**src/rtl/mrs_cfg.svh**
```systemverilog
// constants for the motor drive run sequencer
`ifndef MRS_CFG_SVH
`define MRS_CFG_SVH

`define MRS_CLK_PERIOD_NS   40
`define MRS_TICK_PERIOD_NS  1000000
`define MRS_TICK_CYCLES     (`MRS_TICK_PERIOD_NS / `MRS_CLK_PERIOD_NS)

`define MRS_WORD_RESET      16'h0000
`define MRS_BIT_ENABLE      0
`define MRS_BIT_START       1
`define MRS_BIT_JOG         2
`define MRS_BIT_JOG_SEL     3
`define MRS_BIT_ACK         8
`define MRS_BIT_RTRIP_N     9
`define MRS_BIT_VALID       15
`define MRS_ACK_MASK        16'h030f
`define MRS_ACK_WORD        16'h0300

`define MRS_PIN_FREE_WHEEL  0
`define MRS_PIN_FAST_STOP   1
`define MRS_PIN_RUN_REQ     2
`define MRS_PIN_PERMIT      3
`define MRS_PIN_INCH        4
`define MRS_PIN_COUNT       5

`endif

```
**src/rtl/mrs_pkg.sv**
```systemverilog
// types shared by the run sequencer modules
package mrs_pkg;

    typedef enum logic [4:0] {
        MRS_IDLE  = 5'b00001,
        MRS_RUN   = 5'b00010,
        MRS_NSTOP = 5'b00100,
        MRS_PSTOP = 5'b01000,
        MRS_HOLD  = 5'b10000
    } mrs_state_e;

    typedef enum logic [2:0] {
        MRS_SP_NONE   = 3'h0,
        MRS_SP_PLAIN  = 3'h1,
        MRS_SP_JOG1   = 3'h2,
        MRS_SP_JOG2   = 3'h3,
        MRS_SP_CRAWL  = 3'h4,
        MRS_SP_SLACK1 = 3'h5,
        MRS_SP_SLACK2 = 3'h6
    } mrs_setpoint_e;

    typedef enum logic [1:0] {
        MRS_RAMP_NONE   = 2'h0,
        MRS_RAMP_NORMAL = 2'h1,
        MRS_RAMP_FAST   = 2'h2
    } mrs_ramp_e;

endpackage : mrs_pkg

```
**src/rtl/mrs_timer_if.sv**
```systemverilog
// link between the sequencer and one of its period timers
interface mrs_timer_if;
    logic        run;
    logic        tick;
    logic [15:0] period;
    logic        expired;

    modport ctrl  (output run, output tick, output period, input expired);
    modport timer (input run, input tick, input period, output expired);
endinterface : mrs_timer_if

```
**src/rtl/mrs_period_timer.sv**
```systemverilog
// millisecond period timer, cleared whenever run is low
module mrs_period_timer
    import mrs_pkg::*;
(
    input  wire logic   clock_in,
    input  wire logic   rst_n_in,
    mrs_timer_if.timer  tmr
);

    logic [15:0] count_reg;
    logic [15:0] count_next;
    logic        expired_reg;
    logic        expired_next;

    always_comb begin
        count_next   = count_reg;
        expired_next = 1'b0;
        if (!tmr.run) begin
            count_next = 16'h0000;
        end else begin
            if (tmr.tick && (count_reg < tmr.period)) begin
                count_next = count_reg + 16'h0001;
            end
            expired_next = (count_next >= tmr.period);
        end
    end

    always_ff @(posedge clock_in or negedge rst_n_in) begin
        if (!rst_n_in) begin
            count_reg   <= 16'h0000;
            expired_reg <= 1'b0;
        end else begin
            count_reg   <= count_next;
            expired_reg <= expired_next;
        end
    end

    assign tmr.expired = expired_reg;

endmodule : mrs_period_timer

```
**src/rtl/mrs_sequencer.sv**
```systemverilog
// motor drive run sequencer: stops, trips, starts, jog, crawl, slack, remote word
`include "mrs_cfg.svh"

module mrs_sequencer
    import mrs_pkg::*;
#(
    parameter int TICK_CYCLES = `MRS_TICK_CYCLES
)
(
    input  wire logic        CLOCK_IN,
    input  wire logic        RST_N_IN,
    input  wire logic        FREE_WHEEL_STOP_IN,
    input  wire logic        FAST_STOP_IN,
    input  wire logic        RUN_REQUEST_IN,
    input  wire logic        DRIVE_PERMIT_IN,
    input  wire logic        INCH_REQUEST_IN,
    input  wire logic        INCH_MODE_IN,
    input  wire logic        REMOTE_CONTROL_SELECT_IN,
    input  wire logic        TRIP_IN,
    input  wire logic        ALARM_RESET_IN,
    input  wire logic        ZERO_SPEED_IN,
    input  wire logic [15:0] NORMAL_STOP_PERIOD_IN,
    input  wire logic [15:0] FAST_DECEL_PERIOD_IN,
    input  wire logic [15:0] CONTACTOR_DELAY_IN,
    input  wire logic        REM_WORD_WR_IN,
    input  wire logic [15:0] REM_WORD_DATA_IN,
    output logic      [15:0] REM_WORD_OUT,
    output logic             REM_WORD_REJECT_OUT,
    output logic             STACK_ENABLE_OUT,
    output logic             CONTACTOR_OUT,
    output logic      [2:0]  SETPOINT_SEL_OUT,
    output logic      [1:0]  STOP_RAMP_OUT,
    output logic             ALARM_OUT,
    output logic             HEALTHY_OUT
);

    ////////////////////////////////////////////////////////////////////////
    // pin synchronisers and millisecond tick

    logic [`MRS_PIN_COUNT-1:0] pin_raw;
    logic [`MRS_PIN_COUNT-1:0] sync1_reg;
    logic [`MRS_PIN_COUNT-1:0] sync2_reg;
    logic [15:0]               tick_cnt_reg;
    logic [15:0]               tick_cnt_next;
    logic                      tick_reg;
    logic                      tick_next;

    assign pin_raw = {INCH_REQUEST_IN, DRIVE_PERMIT_IN, RUN_REQUEST_IN, FAST_STOP_IN, FREE_WHEEL_STOP_IN};

    always_comb begin
        tick_cnt_next = tick_cnt_reg + 16'h0001;
        tick_next     = 1'b0;
        if (tick_cnt_reg == 16'(TICK_CYCLES - 1)) begin
            tick_cnt_next = 16'h0000;
            tick_next     = 1'b1;
        end
    end

    always_ff @(posedge CLOCK_IN or negedge RST_N_IN) begin
        if (!RST_N_IN) begin
            sync1_reg    <= '0;
            sync2_reg    <= '0;
            tick_cnt_reg <= 16'h0000;
            tick_reg     <= 1'b0;
        end else begin
            sync1_reg    <= pin_raw;
            sync2_reg    <= sync1_reg;
            tick_cnt_reg <= tick_cnt_next;
            tick_reg     <= tick_next;
        end
    end

    ////////////////////////////////////////////////////////////////////////
    // remote word and alarm

    logic [15:0] word_reg;
    logic [15:0] word_next;
    logic        reject_reg;
    logic        reject_next;
    logic        alarm_reg;
    logic        alarm_next;
    logic        trip_cond;
    logic        ack_req;

    always_comb begin
        word_next   = word_reg;
        reject_next = 1'b0;
        if (REM_WORD_WR_IN) begin
            if (!REM_WORD_DATA_IN[`MRS_BIT_VALID]) begin
                word_next = REM_WORD_DATA_IN;
            end else begin
                reject_next = 1'b1;
            end
        end
    end

    always_comb begin
        trip_cond = TRIP_IN || (REMOTE_CONTROL_SELECT_IN && !word_reg[`MRS_BIT_RTRIP_N]);
        ack_req = ALARM_RESET_IN ||
                  (REMOTE_CONTROL_SELECT_IN && ((word_reg & `MRS_ACK_MASK) == `MRS_ACK_WORD));
        alarm_next = alarm_reg;
        // set wins over acknowledge
        if (trip_cond) begin
            alarm_next = 1'b1;
        end else if (ack_req) begin
            alarm_next = 1'b0;
        end
    end

    always_ff @(posedge CLOCK_IN or negedge RST_N_IN) begin
        if (!RST_N_IN) begin
            word_reg   <= `MRS_WORD_RESET;
            reject_reg <= 1'b0;
            alarm_reg  <= 1'b0;
        end else begin
            word_reg   <= word_next;
            reject_reg <= reject_next;
            alarm_reg  <= alarm_next;
        end
    end

    ////////////////////////////////////////////////////////////////////////
    // effective commands

    logic coast_dem;
    logic fast_dem;
    logic permit;
    logic start_req;
    logic jog_req;
    logic inch_sel;
    logic start_ok;

    always_comb begin
        coast_dem = !sync2_reg[`MRS_PIN_FREE_WHEEL];
        fast_dem  = !sync2_reg[`MRS_PIN_FAST_STOP];
        if (REMOTE_CONTROL_SELECT_IN) begin
            permit    = word_reg[`MRS_BIT_ENABLE];
            start_req = word_reg[`MRS_BIT_START];
            jog_req   = word_reg[`MRS_BIT_JOG];
            inch_sel  = word_reg[`MRS_BIT_JOG_SEL];
        end else begin
            permit    = sync2_reg[`MRS_PIN_PERMIT];
            start_req = sync2_reg[`MRS_PIN_RUN_REQ];
            jog_req   = sync2_reg[`MRS_PIN_INCH];
            inch_sel  = INCH_MODE_IN;
        end
        // start interlocks
        // a trip in this very cycle must not pulse the contactor
        start_ok = (start_req || jog_req) && !alarm_reg && !trip_cond && !coast_dem && !fast_dem;
    end

    ////////////////////////////////////////////////////////////////////////
    // period timers

    mrs_timer_if nstop_if ();
    mrs_timer_if pstop_if ();
    mrs_timer_if hold_if ();

    mrs_state_e state_reg;
    mrs_state_e state_next;

    assign nstop_if.run    = (state_reg == MRS_NSTOP);
    assign nstop_if.tick   = tick_reg;
    assign nstop_if.period = NORMAL_STOP_PERIOD_IN;
    assign pstop_if.run    = (state_reg == MRS_PSTOP);
    assign pstop_if.tick   = tick_reg;
    assign pstop_if.period = FAST_DECEL_PERIOD_IN;
    assign hold_if.run     = (state_reg == MRS_HOLD);
    assign hold_if.tick    = tick_reg;
    assign hold_if.period  = CONTACTOR_DELAY_IN;

    mrs_period_timer u_nstop (.clock_in(CLOCK_IN), .rst_n_in(RST_N_IN), .tmr(nstop_if.timer));
    mrs_period_timer u_pstop (.clock_in(CLOCK_IN), .rst_n_in(RST_N_IN), .tmr(pstop_if.timer));
    mrs_period_timer u_hold  (.clock_in(CLOCK_IN), .rst_n_in(RST_N_IN), .tmr(hold_if.timer));

    ////////////////////////////////////////////////////////////////////////
    // run state machine and outputs

    logic [2:0] sp_next;
    logic [2:0] sp_reg;
    logic [1:0] ramp_next;
    logic [1:0] ramp_reg;
    logic       stack_next;
    logic       stack_reg;
    logic       cont_next;
    logic       cont_reg;

    always_comb begin
        state_next = state_reg;
        case (state_reg)
            MRS_IDLE: begin
                if (start_ok) begin
                    state_next = MRS_RUN;
                end
            end
            MRS_RUN: begin
                if (coast_dem || trip_cond) begin
                    state_next = MRS_IDLE;
                end else if (fast_dem) begin
                    state_next = MRS_PSTOP;
                end else if (!start_req && !jog_req) begin
                    state_next = MRS_NSTOP;
                end
            end
            MRS_NSTOP: begin
                if (coast_dem || trip_cond || nstop_if.expired) begin
                    state_next = MRS_IDLE;
                end else if (fast_dem) begin
                    state_next = MRS_PSTOP;
                end else if (start_ok) begin
                    state_next = MRS_RUN;
                end else if (ZERO_SPEED_IN) begin
                    state_next = MRS_HOLD;
                end
            end
            MRS_PSTOP: begin
                // fast stop runs to zero once begun
                if (coast_dem || trip_cond || pstop_if.expired) begin
                    state_next = MRS_IDLE;
                end else if (ZERO_SPEED_IN) begin
                    state_next = MRS_HOLD;
                end
            end
            MRS_HOLD: begin
                if (coast_dem || trip_cond || hold_if.expired) begin
                    state_next = MRS_IDLE;
                end else if (start_ok) begin
                    state_next = MRS_RUN;
                end
            end
            default: begin
                state_next = MRS_IDLE;
            end
        endcase
    end

    always_comb begin
        sp_next   = MRS_SP_NONE;
        ramp_next = MRS_RAMP_NONE;
        // coast: stack off outside run, normal and fast stop; contactor off only in idle
        // trip forces idle, alarm blocks restart
        cont_next = (state_next != MRS_IDLE);
        stack_next = permit && !alarm_next &&
                     (state_next == MRS_RUN || state_next == MRS_NSTOP || state_next == MRS_PSTOP);
        if (state_next == MRS_RUN) begin
            if (start_req && jog_req && inch_sel) begin
                sp_next = MRS_SP_CRAWL;
            end else if (start_req && jog_req) begin
                sp_next = MRS_SP_SLACK1;
            end else if (start_req && inch_sel) begin
                sp_next = MRS_SP_SLACK2;
            end else if (start_req) begin
                sp_next = MRS_SP_PLAIN;
            end else begin
                sp_next = inch_sel ? MRS_SP_JOG2 : MRS_SP_JOG1;
            end
        end else if (state_next == MRS_NSTOP) begin
            ramp_next = MRS_RAMP_NORMAL;
        end else if (state_next == MRS_PSTOP) begin
            ramp_next = MRS_RAMP_FAST;
        end
    end

    always_ff @(posedge CLOCK_IN or negedge RST_N_IN) begin
        if (!RST_N_IN) begin
            state_reg <= MRS_IDLE;
            sp_reg    <= MRS_SP_NONE;
            ramp_reg  <= MRS_RAMP_NONE;
            stack_reg <= 1'b0;
            cont_reg  <= 1'b0;
        end else begin
            state_reg <= state_next;
            sp_reg    <= sp_next;
            ramp_reg  <= ramp_next;
            stack_reg <= stack_next;
            cont_reg  <= cont_next;
        end
    end

    assign REM_WORD_OUT        = word_reg;
    assign REM_WORD_REJECT_OUT = reject_reg;
    assign STACK_ENABLE_OUT    = stack_reg;
    assign CONTACTOR_OUT       = cont_reg;
    assign SETPOINT_SEL_OUT    = sp_reg;
    assign STOP_RAMP_OUT       = ramp_reg;
    assign ALARM_OUT           = alarm_reg;
    assign HEALTHY_OUT         = !alarm_reg;

endmodule : mrs_sequencer

```
**config.mk**
```make
export PLATFORM = sky130hd
export DESIGN_NAME = mrs_sequencer
export DESIGN_NICKNAME = d
export VERILOG_FILES = /design/src/rtl/mrs_pkg.sv /design/src/rtl/mrs_timer_if.sv /design/src/rtl/mrs_period_timer.sv /design/src/rtl/mrs_sequencer.sv
export VERILOG_INCLUDE_DIRS = /design/src /design/src/rtl
export SDC_FILE = /design/constraint.sdc
export NUM_CORES = 1
export LEC_CHECK = 0
export ABC_AREA = 1
export BUFFER_PORTS_ARGS = -buffer_cell sky130_fd_sc_hd__clkbuf_2
export CORE_MARGIN = 2
export CORE_UTILIZATION = 40
export CTS_CLUSTER_DIAMETER = 30
export CTS_CLUSTER_SIZE = 24
export DETAILED_ROUTE_END_ITERATION = 8
export GPL_TIMING_DRIVEN = 0
export PLACE_DENSITY = 0.57
export SYNTH_ARGS = -nofsm -noshare
export SYNTH_HDL_FRONTEND = slang
export SYNTH_SLANG_ARGS = --single-unit
```
**constraint.sdc**
```tcl
create_clock -name CLOCK_IN -period 6.01 [get_ports CLOCK_IN]
set_input_delay 0.601 -clock CLOCK_IN [delete_from_list [all_inputs] [get_ports CLOCK_IN]]
set_output_delay 0.601 -clock CLOCK_IN [all_outputs]
set_load 0.05 [all_outputs]
```
==> impl_results.md, run 1 <==
* Average detailed-routed wire length per instance at 13.0 um
* Syn nets at 1,304
* Mean instance size in the synthesized netlist at 7.41 um2
* Quantity of gates resized following cts at 0
* Headroom to the max-slew limit at 41.9%
* Yosys warns at 0
* Pin count of the biggest net entering global routing at 108
* Sort of element at the end of the critical path: flip-flop
* Area share of the largest cell type after synthesis at 31.7%
* Highest attainable clock frequency at 302 MHz
* Instance count along the most critical hold path at 1
* EDFF count, synth at 0
* Wire length reported by the detailed router at 19,700 um
* CTS Buf Count at 9
* Footprint of the flip-flops and latches at 2680 um2
* Leak pwr at 5.30 nW
* Die Ht at 149 um
* Area of the core region at 20,400 um2
* Clk_lat worst skew at 360 ps
* Most used flip-flop cell after synthesis: dfrtp_1
* Startpoint of the lowest-slack hold path: DRIVE_PERMIT_IN
* Routed via count divided by cell count at 4.82
* Number of nets with antenna violations after detailed routing at 0
* Layout Cell Area excl Fill at 9500 um2
* Setup WS pre-CTS at 2250 ps
* Post-Syn Instances at 1,128
* Synthesized area at 8360 um2
* Async set-or-reset flop fraction in the synthesized netlist at 100%
* Wire length of the first global-routing pass at 33,900 um
* Initial Utilization at 41.0%
* Cell types occupying the most area after synthesis: dfrtp_1 (32%), ha_1 (15%), nand2_1 (12%), inv_1 (9.2%), nor2_1 (5.5%)
* Hold/Removal Path Class: in -> reg
* Max clock buf depth at 2
* Worst-case register-to-register setup slack at 2700 ps
* H-tree depth at 3
* Root buffer selected by CTS: clkbuf_16
* Worst Reg2Reg Path Length in Cells at 18
* Die outline area at 22,100 um2
* Leading cell type by number of instances after synthesis: nand2_1
* Final slew viol count at 0
* Data arrival time of the worst path at 3620 ps
* Slew at the pin closest to its max-slew limit at 871 ps
* Clock Skew at 7.49 ps
* Register clock-pin slew on the reported worst setup and hold paths at 80 ps
* Area growth from synthesis to layout at 13.7%
* Crit path setup slack, layout at 2700 ps
* First-pass DRT Iterations at 7
* Finished Core Util at 46.7%
* Critical Path Start: u_hold.count_reg[15]
* Port-buffer cells at 101
* Crit path time final at 3310 ps
* Count of buffers added by post-CTS timing repair for setup at 0
* End point of the most critical hold path: sync1_reg[3]
* Die Span X at 149 um
* Unrepaired setup endpoints after global routing: false
* Run status: complete, no violations
* Library cell occupying the most area in the post-synthesis netlist: dfrtp_1
* Number of top-level design ports at 103
* Standard-cell rows at 52
* Post-synthesis sequential area ratio at 32.1%
* Setup Crit Path Kind: reg -> reg
* Routed vias at 7,302
* Filler instances at 2,087
* Share of layout cells above drive strength 1 at 14.5%
* Number of DRC markers in iteration 0 at 335
* Gp weighted congestion at 0.836
* Critical path data required time at 6320 ps
* Type of origin of the critical path: flip-flop
* Number of global-route vias before repair at 7,244
* Max IR drop VDD at 0.000148 V
* CTS tree: built
* Final global-route overflow total at 0
* Number of antenna violations at the first check in global routing at 0
* Number of maximum-capacitance violations at 0
* Total power density per cell area at 172 nW/um2
* Detailed Place HPWL at 15,500 um
* CTS Sinks at 107
* Share of the cycle needed by the critical path after routing at 55.0%
* Destination of the worst register-to-register timing path: u_hold.tmr.expired
* Finish-stage setup viols at 0
* Leading post-synthesis cells by instance count: nand2_1 (258), inv_1 (205), nor2_1 (123), dfrtp_1 (106), ha_1 (99)
* Total global routing track utilization at 18.9%
* Total number of nets in the final design at 1,416
* Final TNS setup at 0 ps
* Antenna Diode Count at 0
* Crit path max fanout at 10
* Area occupied by multi-input gates at 4780 um2
* Remaining routing DRC violations at 0
* Placed cell area at 9210 um2
* Launch instance of the worst register-to-register path: u_hold.count_reg[15]
* Final hold viol count at 0
* Worst-case hold slack at 338 ps
* Number of distinct standard cells referenced by the synthesized netlist at 43
* Number of storage elements in the synthesis netlist at 107
* # hold bufs at CTS at 0
stage by stage:
stage	power (W)	std cells
2_1_floorplan	0.000955	1128
3_5_place_dp	0.00105	1499
3_3_place_gp	0.00104	1499
5_1_grt	0.00172	1515
4_1_cts	0.00166	1515
6_report	0.00163	1515
area by class of cell:
cell class	count	area share, %
Multi-Input combinational cell	791	50.3
Timing Repair Buffer	101	5.41
Tap cell	270	3.55
Clock inverter	6	0.698
Sequential cell	107	28.2
Clock buffer	10	2.41
Inverter	209	8.26
Buffer	21	1.15
worst max-delay path, cell delays in order, from the launching register on:
cell and delay (ps):
dfrtp_1 420, ha_1 310, nand2_1 90, nor4_1 470, nand2_2 230, nand3_4 150
buf_4 190, nand2_1 60, nand2_1 80, inv_1 50, ha_1 260, nand2_1 60
inv_1 50, nand3_1 120, nor3_1 310, o21ai_0 160, nand3_1 140, nand2_1 70
inv_1 50
placed cells by master, fill, tap and decap left out, types with 4 or more instances in the layout:
cell and instances:
a21oi_1 52, a21oi_2 4, buf_1 4, buf_2 9, clkbuf_1 5, clkbuf_16 9
clkbuf_2 100, dfrtp_1 106, ha_1 99, inv_1 205, inv_2 4, mux2_2 12
nand2_1 258, nand2_2 6, nand3_1 42, nand3_2 4, nand3_4 4, nand3b_1 4
nand4_1 69, nor2_1 123, nor2_2 5, nor3_1 9, nor4_1 7, o21a_1 4
o21ai_0 22, o21ai_1 4, o21bai_1 4, xnor2_1 4, xor2_1 37
report_power, final:
group / total (W) / internal, W / switching, W
Combinational: 0.000262 / 0.0000819 / 0.000180
Sequential: 0.000764 / 0.000747 / 0.0000174
Clock: 0.000607 / 0.000296 / 0.000310
Total: 0.00163 / 0.00113 / 0.000508
per-layer routing:
layer | track usage, % | wire (um) | vias up
met5 | 0 | 0 | -
met4 | 4.38 | 213 | 0
met3 | 2.64 | 636 | 15
met2 | 32.6 | 9490 | 97
met1 | 25.1 | 9380 | 3337
li1 | - | - | 3853
logic make-up after synthesis:
group	Yosys count	share of synthesized area, %
buffers and inverters	230	10.7
XOR/XNOR	41	4.30
other	1	0.0449
flip-flops	107	32.1
multiplexers	12	1.62
AND/OR/NAND/NOR	542	29.8
adder cells (fa/ha/maj)	99	14.8
AO/OA/AOI/OAI	96	6.66
worst max-delay path by stage:
stage / end / depth (start not counted)
after floorplan: u_nstop.tmr.expired / 18
after global placement: u_hold.tmr.expired / 20
after detailed placement: u_hold.tmr.expired / 20
after CTS: u_hold.tmr.expired / 18
after global routing: u_hold.tmr.expired / 18
final: u_hold.tmr.expired / 18
Note: power is estimated with default switching activity, not from simulation.
==> run 2, diff against run 1 <==
Clock period 6.01 ns to 3.1 ns, I/O delays scaled along.
==> impl_results.md, run 2 (synthesis results as in run 1) <==
* Pin count of the biggest net entering global routing at 108 (unchanged)
* Highest attainable clock frequency at 343 MHz (+13%)
* Launch instance of the worst register-to-register path: u_hold.count_reg[9]
* Part of the total power dissipated in combinational logic at 16.3% (+0.2 points)
* Commonest cells after routing, fill and taps aside: nand2_1 (255), inv_1 (205), nor2_1 (123)
* Critical Path Start: u_hold.count_reg[9]
* Clk_lat worst skew at 360 ps (about the same)
* Die Span X at 149 um (unchanged)
* Crit path time final at 2920 ps (-392 ps)
* Startpoint of the lowest-slack hold path: DRIVE_PERMIT_IN
* Die Ht at 149 um (unchanged)
* Critical path buffer and inverter count at 3 (-1)
* Most common cell after layout, fill and taps aside: nand2_1
* Worst-case hold slack at 44.9 ps (-294 ps)
* Crit path setup slack, layout at 185 ps (-2520 ps)
* Max IR drop VDD at 0.000290 V (+96%)
* Ordered list of cells on the worst path: ha_1 -> nand2_1 -> nor4_4 -> nand2_2 -> nand3_4 -> buf_6 -> nand2_1 -> nand2_1 -> inv_1 -> ha_1 -> a21oi_1 -> o21ai_1 -> a21oi_2 -> nand3_2 -> nand2_1 -> inv_1
* Number of nets with antenna violations after detailed routing at 0 (unchanged)
* Total number of nets in the final design at 1,452 (+2.5%)
* Slew at the pin closest to its max-slew limit at 879 ps (+8.33 ps)
* Number of DRC markers in iteration 0 at 378 (+13%)
* Antenna Diode Count at 0 (unchanged)
* Number of top-level design ports at 103 (unchanged)
* Placed cell area at 9210 um2 (unchanged)
* Area growth from synthesis to layout at 19.3%
* Setup Crit Path Kind: reg -> reg
* Data arrival time of the worst path at 3180 ps (-440 ps)
* Final global-route overflow total at 0 (unchanged)
* Final slew viol count at 0 (unchanged)
* Routed met2 length at 9960 um (+5.0%)
* Max layer used: met4
* Total power density per cell area at 319 nW/um2 (+86%)
* Leak pwr at 5.54 nW (+4.5%)
* Final hold viol count at 0 (unchanged)
* Run status: complete, no violations
* Overall power after layout at 0.00318 W (+95%)
* Gp weighted congestion at 0.836 (unchanged)
* H-tree depth at 3 (unchanged)
* Wire length reported by the detailed router at 20,500 um (+3.9%)
* Slowest stage cell on the critical path: dfrtp_2
* Unrepaired setup endpoints after global routing: true
* Average detailed-routed wire length per instance at 13.2 um (+1.5%)
* # hold bufs at CTS at 0 (unchanged)
* Proportion of total power due to net switching at 31.4% (+0.30 points)
* First-pass DRT Iterations at 5 (-2)
* Int Power at 0.00218 W (+94%)
* Critical path data required time at 3370 ps (-2950 ps)
* Routed vias at 7,454 (+2.1%)
* Register clock-pin slew on the reported worst setup and hold paths at 80 ps (about the same)
* Number of maximum-capacitance violations at 0 (unchanged)
* Hold/Removal Path Class: in -> reg
* CTS tree: built
* Net switching power of the design at 0.00100 W (+97%)
* Routed via count divided by cell count at 4.81 (-0.29%)
* Share of layout cells above drive strength 1 at 18.8% (+4.4 points)
* Total global routing track utilization at 19.0% (+0.16 points)
* Detailed Place HPWL at 15,500 um (unchanged)
* Crit path max fanout at 10 (unchanged)
* Layout Cell Area excl Fill at 9960 um2 (+4.9%)
* Root buffer selected by CTS: clkbuf_16
* Area of the core region at 20,400 um2 (unchanged)
* CP delay by family, top: simple AND/OR/NAND/NOR gates
* Largest stage delay, worst path at 430 ps (-40 ps)
* Max clock buf depth at 2 (unchanged)
* Die outline area at 22,100 um2 (unchanged)
* Wire length of the first global-routing pass at 34,200 um (+0.84%)
* Number of antenna violations at the first check in global routing at 0 (unchanged)
* Most frequent cell on the critical path: nand2_1
* Standard-cell rows at 52 (unchanged)
* Met1 WL at 9650 um (+2.8%)
* Headroom to the max-slew limit at 41.4% (-0.56 points)
* Share of the cycle needed by the critical path after routing at 94.0% (+39 points)
* Port-buffer cells at 101 (unchanged)
* CTS Sinks at 107 (unchanged)
* Setup WS pre-CTS at -370 ps (-2620 ps)
* Sort of element at the end of the critical path: flip-flop
* Metal3 WL at 631 um (-0.79%)
* Initial Utilization at 41.0% (unchanged)
* Clock Skew at 7.49 ps (-0.000720 ps)
* Area occupied by multi-input gates at 4910 um2 (+2.7%)
* Footprint of the flip-flops and latches at 2690 um2 (+0.33%)
* Share of total power in sequential cells at 46.6% (-0.2 points)
* Remaining routing DRC violations at 0 (unchanged)
* Final TNS setup at 0 ps (unchanged)
* Power share of the clock group at 37.1% (about the same)
* Filler instances at 2,067 (-0.96%)
* Finish-stage setup viols at 0 (unchanged)
* CTS Buf Count at 9 (unchanged)
* Type of origin of the critical path: flip-flop
* Number of global-route vias before repair at 7,313 (+0.95%)
run 2: changes by cell type in the layout (fill, tap and decap cells not counted), sizes merged:
cell / previous run / this run
buf: 17 / 51
clkbuf: 115 / 117
run 2: cell type report:
cell class,count,area share (%)
inverter,209,7.87
clock inverter,6,0.665
timing repair buffer,137,7.99
buffer,21,1.51
tap,270,3.39
clock buffer,10,2.30
sequential,107,27.0
multi-input combinational,791,49.3
run 2: power groups by stage:
stage | registers [W] | clock network [W] | logic, W
4_1_cts | 0.00148 | 0.00122 | 0.000521
2_1_floorplan | 0.00163 | 0 | 0.000218
5_1_grt | 0.00149 | 0.00127 | 0.000583
3_3_place_gp | 0.00151 | 0 | 0.000507
6_report | 0.00148 | 0.00118 | 0.000519
3_5_place_dp | 0.00151 | 0 | 0.000517
run 2: what timing repair did:
| item | in CTS | in global routing |
|---|---|---|
| pin swaps | 2 | 17 |
| setup endpoints to repair | 3 | 3 |
| cloned | 0 | 2 |
| gates resized for setup | 9 | 46 |
| buffers inserted | 2 | 32 |
run 2: metal layers:
metal  vias to the layer above  track usage [%]
li1                       3926                -
met1                      3408             25.2
met2                       101             33.0
met3                        19             2.64
met4                         0             4.57
met5                         -                0
run 2: path summary, 6_finish.rpt:
kind,end,slack (ps),cells past startpoint
min in group asynchronous,REM_WORD_OUT[13],50,1
worst min-delay path,sync1_reg[3],40,1
max in group asynchronous,u_pstop.count_reg[13],2380,1
worst max register to register,u_hold.tmr.expired,180,16
worst max-delay path,u_hold.tmr.expired,180,16
worst min register to register,sync2_reg[3],350,0
run 2: metrics by stage:
| step | std cells | utilization (%) |
|---|---|---|
| after floorplan | 1128 | - |
| after global placement | 1499 | 45.2 |
| after detailed placement | 1499 | 45.2 |
| after CTS | 1517 | 47.0 |
| after global routing | 1551 | 48.9 |
| final | 1551 | 48.9 |
run 2: worst reg2reg max path, cell delays in order, from the launching register on:
cell and delay (ps):
dfrtp_2 430, ha_1 290, nand2_1 110, nor4_4 340, nand2_2 160, nand3_4 140
buf_6 150, nand2_1 60, nand2_1 90, inv_1 60, ha_1 320, a21oi_1 150
o21ai_1 120, a21oi_2 180, nand3_2 120, nand2_1 80, inv_1 40
